**config.mk**
```make
export PLATFORM = sky130hd
export DESIGN_NAME = ccsr_top
export DESIGN_NICKNAME = d
export VERILOG_FILES = /design/src/design/ccsr_pkg.sv /design/src/design/ccsr_fast_shadow.sv /design/src/design/ccsr_loop_shadow.sv /design/src/design/ccsr_top.sv
export VERILOG_INCLUDE_DIRS = /design/src /design/src/design
export SDC_FILE = /design/constraint.sdc
export NUM_CORES = 1
export LEC_CHECK = 0
export BUFFER_PORTS_ARGS = -buffer_cell sky130_fd_sc_hd__clkbuf_2
export CAP_MARGIN = 20
export CORE_AREA = 2 2 170 156
export DETAILED_ROUTE_END_ITERATION = 8
export DIE_AREA = 0 0 172 158
export PLACE_DENSITY_LB_ADDON = 0.1
export SLEW_MARGIN = 0
export SYNTH_ARGS = -nofsm -noshare
export SYNTH_HDL_FRONTEND = slang
export SYNTH_SLANG_ARGS = --single-unit
```
**constraint.sdc**
```tcl
create_clock -name sys_clk -period 2.9 [get_ports sys_clk]
set_input_delay 0.435 -clock sys_clk [delete_from_list [all_inputs] [get_ports sys_clk]]
set_output_delay 0.435 -clock sys_clk [all_outputs]
set_load 0.05 [all_outputs]
```
**src/design/ccsr_params.svh**
```systemverilog
// Offsets, field positions and the configuration reset value of the mode and flag registers
`ifndef CCSR_PARAMS_SVH
`define CCSR_PARAMS_SVH
// ***********************************************
// Register byte offsets
// ***********************************************
`define CCSR_FLAGS_OFS 4'h0
`define CCSR_CFG_OFS 4'h4
// ***********************************************
// Configuration register
// ***********************************************
`define CCSR_CFG_RST 16'h0020
`define CCSR_CFG_WMASK 16'h10F7
`define CCSR_CFG_ESTOP 11
`define CCSR_CFG_TRAP 3
`define CCSR_DEPTH_MAX 3'h7
// ***********************************************
// Flags register
// ***********************************************
`define CCSR_FL_SA 13
`define CCSR_FL_SB 12
`define CCSR_FL_SAB 10
`define CCSR_FL_DC 8
`define CCSR_FL_PRI_HI 7
`define CCSR_FL_PRI_LO 5
`define CCSR_FL_N 3
`define CCSR_FL_OV 2
`define CCSR_FL_Z 1
`define CCSR_FL_C 0
`endif

```
**src/design/ccsr_pkg.sv**
```systemverilog
// Types shared by the mode and flag register block
package ccsr_pkg;
   // ***********************************************
   // Carriers
   // ***********************************************
   typedef struct packed {
      logic dc;
      logic n;
      logic ov;
      logic z;
      logic c;
   } ccsr_alu_s;

   typedef struct packed {
      logic [15:0] count;
      logic [23:0] first;
      logic [23:0] last;
   } ccsr_loop_s;

   typedef struct packed {
      logic upd;
      logic spill;
      logic clamp;
   } ccsr_dsp_s;

   typedef logic [3:0][15:0] ccsr_wset_t;

   // Bus slave states
   typedef enum logic {CCSR_IDLE, CCSR_ANS} ccsr_bus_e;
endpackage : ccsr_pkg

```
**src/design/ccsr_fast_shadow.sv**
```systemverilog
// One-deep shadow of ALU flags and working registers for fast save
module ccsr_fast_shadow (
   // Clock and reset
   input wire logic sys_clk,
   input wire logic resetn,
   // Save request and live values
   input wire logic save,
   input wire ccsr_pkg::ccsr_alu_s alu_in,
   input wire ccsr_pkg::ccsr_wset_t w_in,
   // Held copies
   output ccsr_pkg::ccsr_alu_s alu_q,
   output ccsr_pkg::ccsr_wset_t w_q
);
   always_ff @(posedge sys_clk) begin
      if (!resetn) begin
         alu_q <= '0;
         w_q <= '0;
      end else if (save) begin
         alu_q <= alu_in;
         w_q <= w_in;
      end
   end
endmodule : ccsr_fast_shadow

```
**src/design/ccsr_loop_shadow.sv**
```systemverilog
// Hardware loop context with one-deep shadow and nesting depth
`include "ccsr_params.svh"
module ccsr_loop_shadow (
   // Clock and reset
   input wire logic sys_clk,
   input wire logic resetn,
   // Loop events
   input wire logic push,
   input wire logic pop,
   input wire ccsr_pkg::ccsr_loop_s ctx_in,
   // Context and depth
   output ccsr_pkg::ccsr_loop_s ctx_q,
   output logic [2:0] depth_q
);
   ccsr_pkg::ccsr_loop_s shadow_q;
   wire nested = (depth_q != 3'h0);

   always_ff @(posedge sys_clk) begin
      if (!resetn) begin
         ctx_q <= '0;
         shadow_q <= '0;
         depth_q <= 3'h0;
      end else if (push) begin
         if (nested) shadow_q <= ctx_q;
         ctx_q <= ctx_in;
         if (depth_q != `CCSR_DEPTH_MAX) depth_q <= depth_q + 3'h1;
      end else if (pop && nested) begin
         if (depth_q != 3'h1) ctx_q <= shadow_q;
         depth_q <= depth_q - 3'h1;
      end
   end
endmodule : ccsr_loop_shadow

```
**src/design/ccsr_top.sv**
```systemverilog
// Core mode and flag registers with Avalon-MM slave and shadows
// What this block does
// - Reset loads configuration with 0x0020, only store clamping set.
// - Nested loop start copies current count, first and last address to one shadow.
// - Fast save shadows DC,N,OV,Z,C and W0-W3; restore returns them.
// - Shadow copies hold one entry and have no register address.
// - Configuration bits 10:8 report loop nesting depth, zero idle.
// - Writing one to bit 11 stops loop after iteration; reads zero.
// - Bits 7 and 6 enable clamping of accumulators A and B.
// - Bit 5 enables store clamping; resets to one.
// - Bit 4 picks normal 1.31 or super 9.31 clamping width.
// - Bit 3 reads one while a hardware trap is handled.
// - Priority is trap bit above flags bits 7 to 5.
// - Bit 2 maps program memory into data space; reset off.
// - Bit 1 picks biased rounding; zero picks convergent.
// - Bit 0 picks integer multiply; zero picks fractional.
// - Bit 12 picks unsigned multiply operands; reset signed.
// - Flags bit 4 shows a repeat in progress.
// - Flag ops set N, OV, Z from result, clear otherwise.
// - Flags bit 0 holds carry out, borrow for subtraction.
// - Accumulator clamped flags stay set until software clears.
// - Combined spill and clamped flags are ORs; clearing bit 10 clears both clamped flags.
// - Loop active flag is read only.
`include "ccsr_params.svh"
module ccsr_top (
   // Clock and reset
   input wire logic sys_clk,
   input wire logic resetn,
   // Avalon-MM slave
   input wire logic [3:0] avs_address,
   input wire logic avs_read,
   input wire logic avs_write,
   input wire logic [31:0] avs_writedata,
   input wire logic [3:0] avs_byteenable,
   output logic [31:0] avs_readdata,
   output logic avs_waitrequest,
   // ALU flag update
   input wire logic flag_upd,
   input wire ccsr_pkg::ccsr_alu_s flag_in,
   // DSP accumulator status
   input wire ccsr_pkg::ccsr_dsp_s dsp_a,
   input wire ccsr_pkg::ccsr_dsp_s dsp_b,
   // Repeat tracking
   input wire logic repeat_start,
   input wire logic repeat_done,
   // Hardware loop
   input wire logic loop_start,
   input wire logic loop_end,
   input wire ccsr_pkg::ccsr_loop_s loop_in,
   // Exception priority
   input wire logic pri_load,
   input wire logic [2:0] pri_in,
   input wire logic trap_set,
   input wire logic trap_clr,
   // Fast save and restore
   input wire logic fast_save,
   input wire logic fast_restore,
   input wire ccsr_pkg::ccsr_wset_t w_live,
   // Loop context out
   output ccsr_pkg::ccsr_loop_s loop_ctx,
   output logic loop_early_stop,
   // Restored working registers
   output ccsr_pkg::ccsr_wset_t w_restore,
   output logic w_restore_valid,
   // Mode outputs
   output logic prog_window_enable,
   output logic acc_a_clamp_enable,
   output logic acc_b_clamp_enable,
   output logic store_clamp_enable,
   output logic acc_clamp_width_select,
   output logic round_bias_select,
   output logic mult_int_select,
   output logic mult_sign_select,
   // Status outputs
   output logic [3:0] cpu_priority,
   output ccsr_pkg::ccsr_alu_s alu_flags,
   output logic loop_active_flag,
   output logic repeat_active_flag,
   output logic [15:0] cpu_flags_register,
   output logic [15:0] core_configuration_register
);
   // ***********************************************
   // Helpers
   // ***********************************************
   // Byte-lane merge of a 16-bit write
   function automatic logic [15:0] merge16(input logic [15:0] old,
                                           input logic [15:0] nw,
                                           input logic [1:0] be);
      logic [15:0] m;
      m = {{8{be[1]}}, {8{be[0]}}};
      merge16 = (old & ~m) | (nw & m);
   endfunction : merge16

   // ***********************************************
   // State
   // ***********************************************
   ccsr_pkg::ccsr_bus_e bus_q, bus_d;
   logic [31:0] rd_q;
   logic [15:0] cfg_q, cfg_d;
   ccsr_pkg::ccsr_alu_s alu_q, alu_d;
   logic [2:0] pri_q, pri_d;
   logic trap_q, trap_d;
   logic ra_q, ra_d;
   logic oa_q, oa_d, ob_q, ob_d;
   logic sa_q, sa_d, sb_q, sb_d;
   logic estop_q, estop_d;
   logic wrv_q;
   logic [2:0] depth;
   ccsr_pkg::ccsr_alu_s sh_alu;

   // ***********************************************
   // Bus decode
   // ***********************************************
   wire req = avs_read | avs_write;
   wire idle = (bus_q == ccsr_pkg::CCSR_IDLE);
   wire sel_fl = (avs_address == `CCSR_FLAGS_OFS);
   wire sel_cfg = (avs_address == `CCSR_CFG_OFS);
   wire commit = avs_write & ~idle;
   wire fl_wr = commit & sel_fl;
   wire cfg_wr = commit & sel_cfg;
   wire [15:0] wdat = avs_writedata[15:0];
   wire [1:0] be = avs_byteenable[1:0];
   wire [15:0] fl_new = merge16(cpu_flags_register, wdat, be);
   wire [15:0] cfg_new = merge16(cfg_q, wdat, be);

   // Answer one cycle after the request is seen
   assign avs_waitrequest = req & idle;
   assign avs_readdata = rd_q;

   // Bus state sequence
   always_comb begin
      case (bus_q)
         ccsr_pkg::CCSR_IDLE: bus_d = req ? ccsr_pkg::CCSR_ANS : bus_q;
         ccsr_pkg::CCSR_ANS: bus_d = ccsr_pkg::CCSR_IDLE;
         default: bus_d = ccsr_pkg::CCSR_IDLE;
      endcase
   end

   // ***********************************************
   // Register words
   // ***********************************************
   // compose configuration readback
   assign core_configuration_register = {3'h0, cfg_q[12], 1'b0, depth,
                                         cfg_q[7:4], trap_q, cfg_q[2:0]};
   assign cpu_flags_register = {oa_q, ob_q, sa_q, sb_q, oa_q | ob_q,
                                sa_q | sb_q, loop_active_flag, alu_q.dc,
                                pri_q, ra_q, alu_q.n, alu_q.ov, alu_q.z,
                                alu_q.c};

   // ***********************************************
   // Next values
   // ***********************************************
   // writable mode bits only
   assign cfg_d = cfg_wr ? (cfg_new & `CCSR_CFG_WMASK) : cfg_q;

   always_comb begin
      alu_d = alu_q;
      if (fl_wr) begin
         alu_d.dc = fl_new[`CCSR_FL_DC];
         alu_d.n = fl_new[`CCSR_FL_N];
         alu_d.ov = fl_new[`CCSR_FL_OV];
         alu_d.z = fl_new[`CCSR_FL_Z];
         alu_d.c = fl_new[`CCSR_FL_C];
      end
      if (flag_upd) alu_d = flag_in;
      if (fast_restore) alu_d = sh_alu;
   end

   // pipeline priority load over software write
   assign pri_d = pri_load ? pri_in :
                  fl_wr ? fl_new[`CCSR_FL_PRI_HI:`CCSR_FL_PRI_LO] : pri_q;

   wire trap_wclr = cfg_wr & be[0] & ~wdat[`CCSR_CFG_TRAP];
   assign trap_d = trap_set | (trap_q & ~trap_clr & ~trap_wclr);

   assign ra_d = repeat_start | (ra_q & ~repeat_done);

   // Guard spill follows the latest DSP result
   assign oa_d = dsp_a.upd ? dsp_a.spill : oa_q;
   assign ob_d = dsp_b.upd ? dsp_b.spill : ob_q;

   // sticky clamp flags, set beats clear
   wire sab_clr = fl_wr & be[1] & ~wdat[`CCSR_FL_SAB];
   wire sa_clr = sab_clr | (fl_wr & be[1] & ~wdat[`CCSR_FL_SA]);
   wire sb_clr = sab_clr | (fl_wr & be[1] & ~wdat[`CCSR_FL_SB]);
   wire sa_set = dsp_a.upd & dsp_a.clamp;
   wire sb_set = dsp_b.upd & dsp_b.clamp;
   assign sa_d = sa_set | (sa_q & ~sa_clr);
   assign sb_d = sb_set | (sb_q & ~sb_clr);

   // early stop request held until the loop ends
   wire estop_set = cfg_wr & be[1] & wdat[`CCSR_CFG_ESTOP] & loop_active_flag;
   assign estop_d = loop_end ? 1'b0 : (estop_q | estop_set);

   // ***********************************************
   // Registers
   // ***********************************************
   // reset values
   always_ff @(posedge sys_clk) begin
      if (!resetn) begin
         bus_q <= ccsr_pkg::CCSR_IDLE;
         cfg_q <= `CCSR_CFG_RST;
         alu_q <= '0;
         pri_q <= 3'h0;
         trap_q <= 1'b0;
         ra_q <= 1'b0;
      end else begin
         bus_q <= bus_d;
         cfg_q <= cfg_d;
         alu_q <= alu_d;
         pri_q <= pri_d;
         trap_q <= trap_d;
         ra_q <= ra_d;
      end
   end

   // Accumulator status and loop stop
   always_ff @(posedge sys_clk) begin
      if (!resetn) begin
         oa_q <= 1'b0;
         ob_q <= 1'b0;
         sa_q <= 1'b0;
         sb_q <= 1'b0;
         estop_q <= 1'b0;
         wrv_q <= 1'b0;
      end else begin
         oa_q <= oa_d;
         ob_q <= ob_d;
         sa_q <= sa_d;
         sb_q <= sb_d;
         estop_q <= estop_d;
         wrv_q <= fast_restore;
      end
   end

   // Read data captured as the request is seen; unmapped reads zero
   always_ff @(posedge sys_clk) begin
      if (!resetn) begin
         rd_q <= 32'h0000_0000;
      end else if (avs_read & idle) begin
         rd_q <= sel_fl ? {16'h0000, cpu_flags_register} :
                 sel_cfg ? {16'h0000, core_configuration_register} :
                 32'h0000_0000;
      end
   end

   // ***********************************************
   // Shadows
   // ***********************************************
   // loop context, no bus path
   ccsr_loop_shadow u_loop (
      .sys_clk(sys_clk),
      .resetn(resetn),
      .push(loop_start),
      .pop(loop_end),
      .ctx_in(loop_in),
      .ctx_q(loop_ctx),
      .depth_q(depth)
   );

   // fast save copies, no bus path
   ccsr_fast_shadow u_fast (
      .sys_clk(sys_clk),
      .resetn(resetn),
      .save(fast_save),
      .alu_in(alu_q),
      .w_in(w_live),
      .alu_q(sh_alu),
      .w_q(w_restore)
   );

   // ***********************************************
   // Outputs
   // ***********************************************
   // loop active derived from depth only
   assign loop_active_flag = (depth != 3'h0);
   assign loop_early_stop = estop_q;
   assign w_restore_valid = wrv_q;
   assign repeat_active_flag = ra_q;
   assign alu_flags = alu_q;
   assign cpu_priority = {trap_q, pri_q};
   assign acc_a_clamp_enable = cfg_q[7];
   assign acc_b_clamp_enable = cfg_q[6];
   assign store_clamp_enable = cfg_q[5];
   assign acc_clamp_width_select = cfg_q[4];
   assign prog_window_enable = cfg_q[2];
   assign round_bias_select = cfg_q[1];
   assign mult_int_select = cfg_q[0];
   assign mult_sign_select = cfg_q[12];
endmodule : ccsr_top

```
==> impl_metrics.tcl <==
set metrics [dict create \
    status "completed" \
    maxSlewViolCount 0 \
    synth.avg_cell_area_sq_um 9.389 \
    irDropWorstVdd_mv 0.4110 \
    ff2ff_setup_slack_ns 0.83 \
    critPathArrivalTime_ns 1.95 \
    ctsHoldBuffers 0 \
    cts.sinks 241 \
    setup_viol 0 \
    wl_per_cell_um 15.90 \
    fin_skew_ns 0.008608 \
    hold_path_class "primary input to flop" \
    syn_to_final_growth_pct 27.49 \
    netlist_instances 1069 \
    final_cell_area_sq_um 12800 \
    ys.flop_type "dfxtp_1" \
    worstPathRequired_ns 2.47 \
    ys_seq_area_frac 0.4807 \
    final_common_cell "clkbuf_2" \
    p_per_area_nw_per_um2 697.4 \
    min_to "repeat_active_flag$_SDFF_PN0_" \
    synth_area_sq_um 10040 \
    r2r_cells 7 \
    r2r-start "u_loop.depth_q[0]$_SDFFE_PN0P_" \
    synth-edff-count 0 \
    synthDistinctLibCells 43 \
    hold_viol 0 \
    critPathKind "flop to output port" \
    grt_use_total 0.1912 \
    place_ws_ns 0.8301 \
    num_vias 8165 \
    min_period_ns 2.382 \
    cp_max_fo 6 \
    postCtsSetupRepairBufs 0 \
    total_power_mw 8.923 \
    cts-htree-levels 1 \
    fin_ws_ns 0.5184 \
    final_cell_mix "365 x clkbuf_2, 241 x dfxtp_1, 147 x mux2i_1, 146 x nand2_1, 87 x nor2b_1" \
    drt-pass1-iter-count 4 \
    placed_area_sq_um 11930 \
    async_flop_share 0 \
    place_hpwl_um 19590 \
    cts_made_buffers 27 \
    hold_start "repeat_start" \
    grt_pass1_vias 7565 \
    fin_crit_sh 0.8213 \
    rsz0062_at_grt "no" \
    fin_nets 1580 \
    ctsResizeCount 0 \
    io_buffers 368 \
    nFillCells 2537 \
    antenna_found_initial 2 \
    drt-total-wl_um 27740 \
    max_slew_margin 0.3057 \
    grt_pass1_wl_um 41460 \
    tns_ns 0 \
    grt_overflow_total 0 \
    rows 56 \
    ys_warn_count 0 \
    dieArea_sq_um 27180 \
    vias_per_cell 4.679 \
    initial_core_util 0.3935 \
    endpoint_kind "output port" \
    drive_gt1_frac 0.3102 \
    hold_depth 2 \
    drc 0 \
    die_w_um 172 \
    detail-route-antenna-nets 0 \
    die_height_um 158 \
    clk_pin_slew_ns 0.06 \
    routabilityCongestion 0.7860 \
    synth_seq_cells 241 \
    cts-root-buf "clkbuf_16" \
    timing.rr.end "u_loop.shadow_q[1]$_SDFFE_PN0P_" \
    tightest_slew_ns 1.041 \
    drtIter0Drc 407 \
    cts_tree "done" \
    core_sq_um 25500 \
    cts_buffer_depth 3 \
    pin_count 410 \
    power.leakage_nw 5.800 \
    cap_viol_max_count 0 \
    fmax_ghz 0.4199 \
    clock_latency_ns 0.52 \
    grt_max_degree 95 \
    startpoint_type "flop" \
]
## per-layer routing
| layer | track usage | part of all wire | routed length (um) |
|---|---|---|---|
| met5 | 0 | 0.00040 | 11 |
| met4 | 0.06323 | 0.029 | 812 |
| met3 | 0.06250 | 0.085 | 2360 |
| met2 | 0.3117 | 0.45 | 12470 |
| met1 | 0.2386 | 0.44 | 12090 |
## cell usage after synthesis, drive strengths merged, types with 2 or more instances
library cell / instances / area share
nand2: 147 / 0.055
buf: 63 / 0.043
o2111ai: 4 / 0.0035
o21a: 2 / 0.0015
o22ai: 2 / 0.0012
a221o: 4 / 0.0040
a21boi: 75 / 0.056
a21oi: 82 / 0.041
o311a: 2 / 0.0020
and2: 3 / 0.0019
nor3: 11 / 0.0066
nand2b: 2 / 0.0012
ha: 5 / 0.0062
nor2: 14 / 0.0060
nor2b: 87 / 0.054
or3: 2 / 0.0022
a31oi: 2 / 0.0012
or2: 2 / 0.0012
mux2i: 147 / 0.15
dfxtp: 241 / 0.48
a221oi: 3 / 0.0032
nand3: 9 / 0.0045
xnor2: 2 / 0.0017
clkbuf: 58 / 0.022
inv: 7 / 0.0026
o21ai: 83 / 0.041
## cell type report
cell class	count	area [sq um]	area share
Clock buffer	43	825.8	0.06454
Clock inverter	3	40.04	0.003129
Inverter	7	26.28	0.002053
Antenna cell	1	2.502	0.0001956
Multi-Input combinational cell	719	4626	0.3615
Tap cell	348	435.4	0.03403
Timing Repair Buffer	383	2016	0.1575
Sequential cell	241	4825	0.3770
## how the worst max path moves through the flow
stage                                        start                          endpoint  slack (ns)  cells past startpoint
floorplan           u_loop.depth_q[0]$_SDFFE_PN0P_   u_loop.shadow_q[0]$_SDFFE_PN0P_        0.54                      7
global placement    u_loop.depth_q[0]$_SDFFE_PN0P_     u_loop.ctx_q[60]$_SDFFE_PN0P_        0.90                      7
detailed placement  u_loop.depth_q[0]$_SDFFE_PN0P_  u_loop.shadow_q[44]$_SDFFE_PN0P_        0.83                      7
CTS                 u_loop.depth_q[0]$_SDFFE_PN0P_             cpu_flags_register[9]        0.47                      4
global route        u_loop.depth_q[0]$_SDFFE_PN0P_             cpu_flags_register[9]        0.39                      4
finish              u_loop.depth_q[0]$_SDFFE_PN0P_             cpu_flags_register[9]        0.52                      4
## report_power, final
group	switching [mW]	internal, mW	total, mW
clock	1.30	2.01	3.32
combinational	1.38	0.516	1.90
sequential	0.158	3.55	3.71
total	2.84	6.08	8.92
## sequential cells by signal (all words and copies together), names as in the netlist, named ones only
| register | count |
|---|---|
| sb_q | 1 |
| u_fast.alu_q | 5 |
| ob_q | 1 |
| w_restore_valid | 1 |
| bus_q | 1 |
| u_loop.shadow_q | 64 |
| u_fast.w_q | 64 |
| loop_early_stop | 1 |
| avs_readdata | 16 |
| u_loop.ctx_q | 64 |
| u_loop.depth_q | 3 |
| sa_q | 1 |
| trap_q | 1 |
| oa_q | 1 |
| repeat_active_flag | 1 |
## worst max-delay path, cell delays in order (launching register included)
cell and delay (ns):
dfxtp_1 0.43, inv_1 0.09, ha_1 0.27, nand2b_1 0.28, clkbuf_2 0.36
## cells by family after synthesis
family	count (synthesis)	share of synthesized area
AOI/OAI and AO/OA	265	0.1617
DFF	241	0.4807
other	1	0.0003736
adders and majority gates	5	0.006233
and+or+nand+nor	280	0.1354
muxes	147	0.1466
buffers and inverters	128	0.06732
xor gates and xnor gates	2	0.001746
## metrics by stage
step	util	std cells	hold WS [ns]
4_1_cts	0.5016	1744	0.1126
6_report	0.5017	1745	0.1362
3_3_place_gp	0.4677	1698	0.4497
2_1_floorplan	-	1088	0.4428
5_1_grt	0.5017	1745	0.1191
3_5_place_dp	0.4677	1698	0.4557
Power figures use the tool's default switching activity.
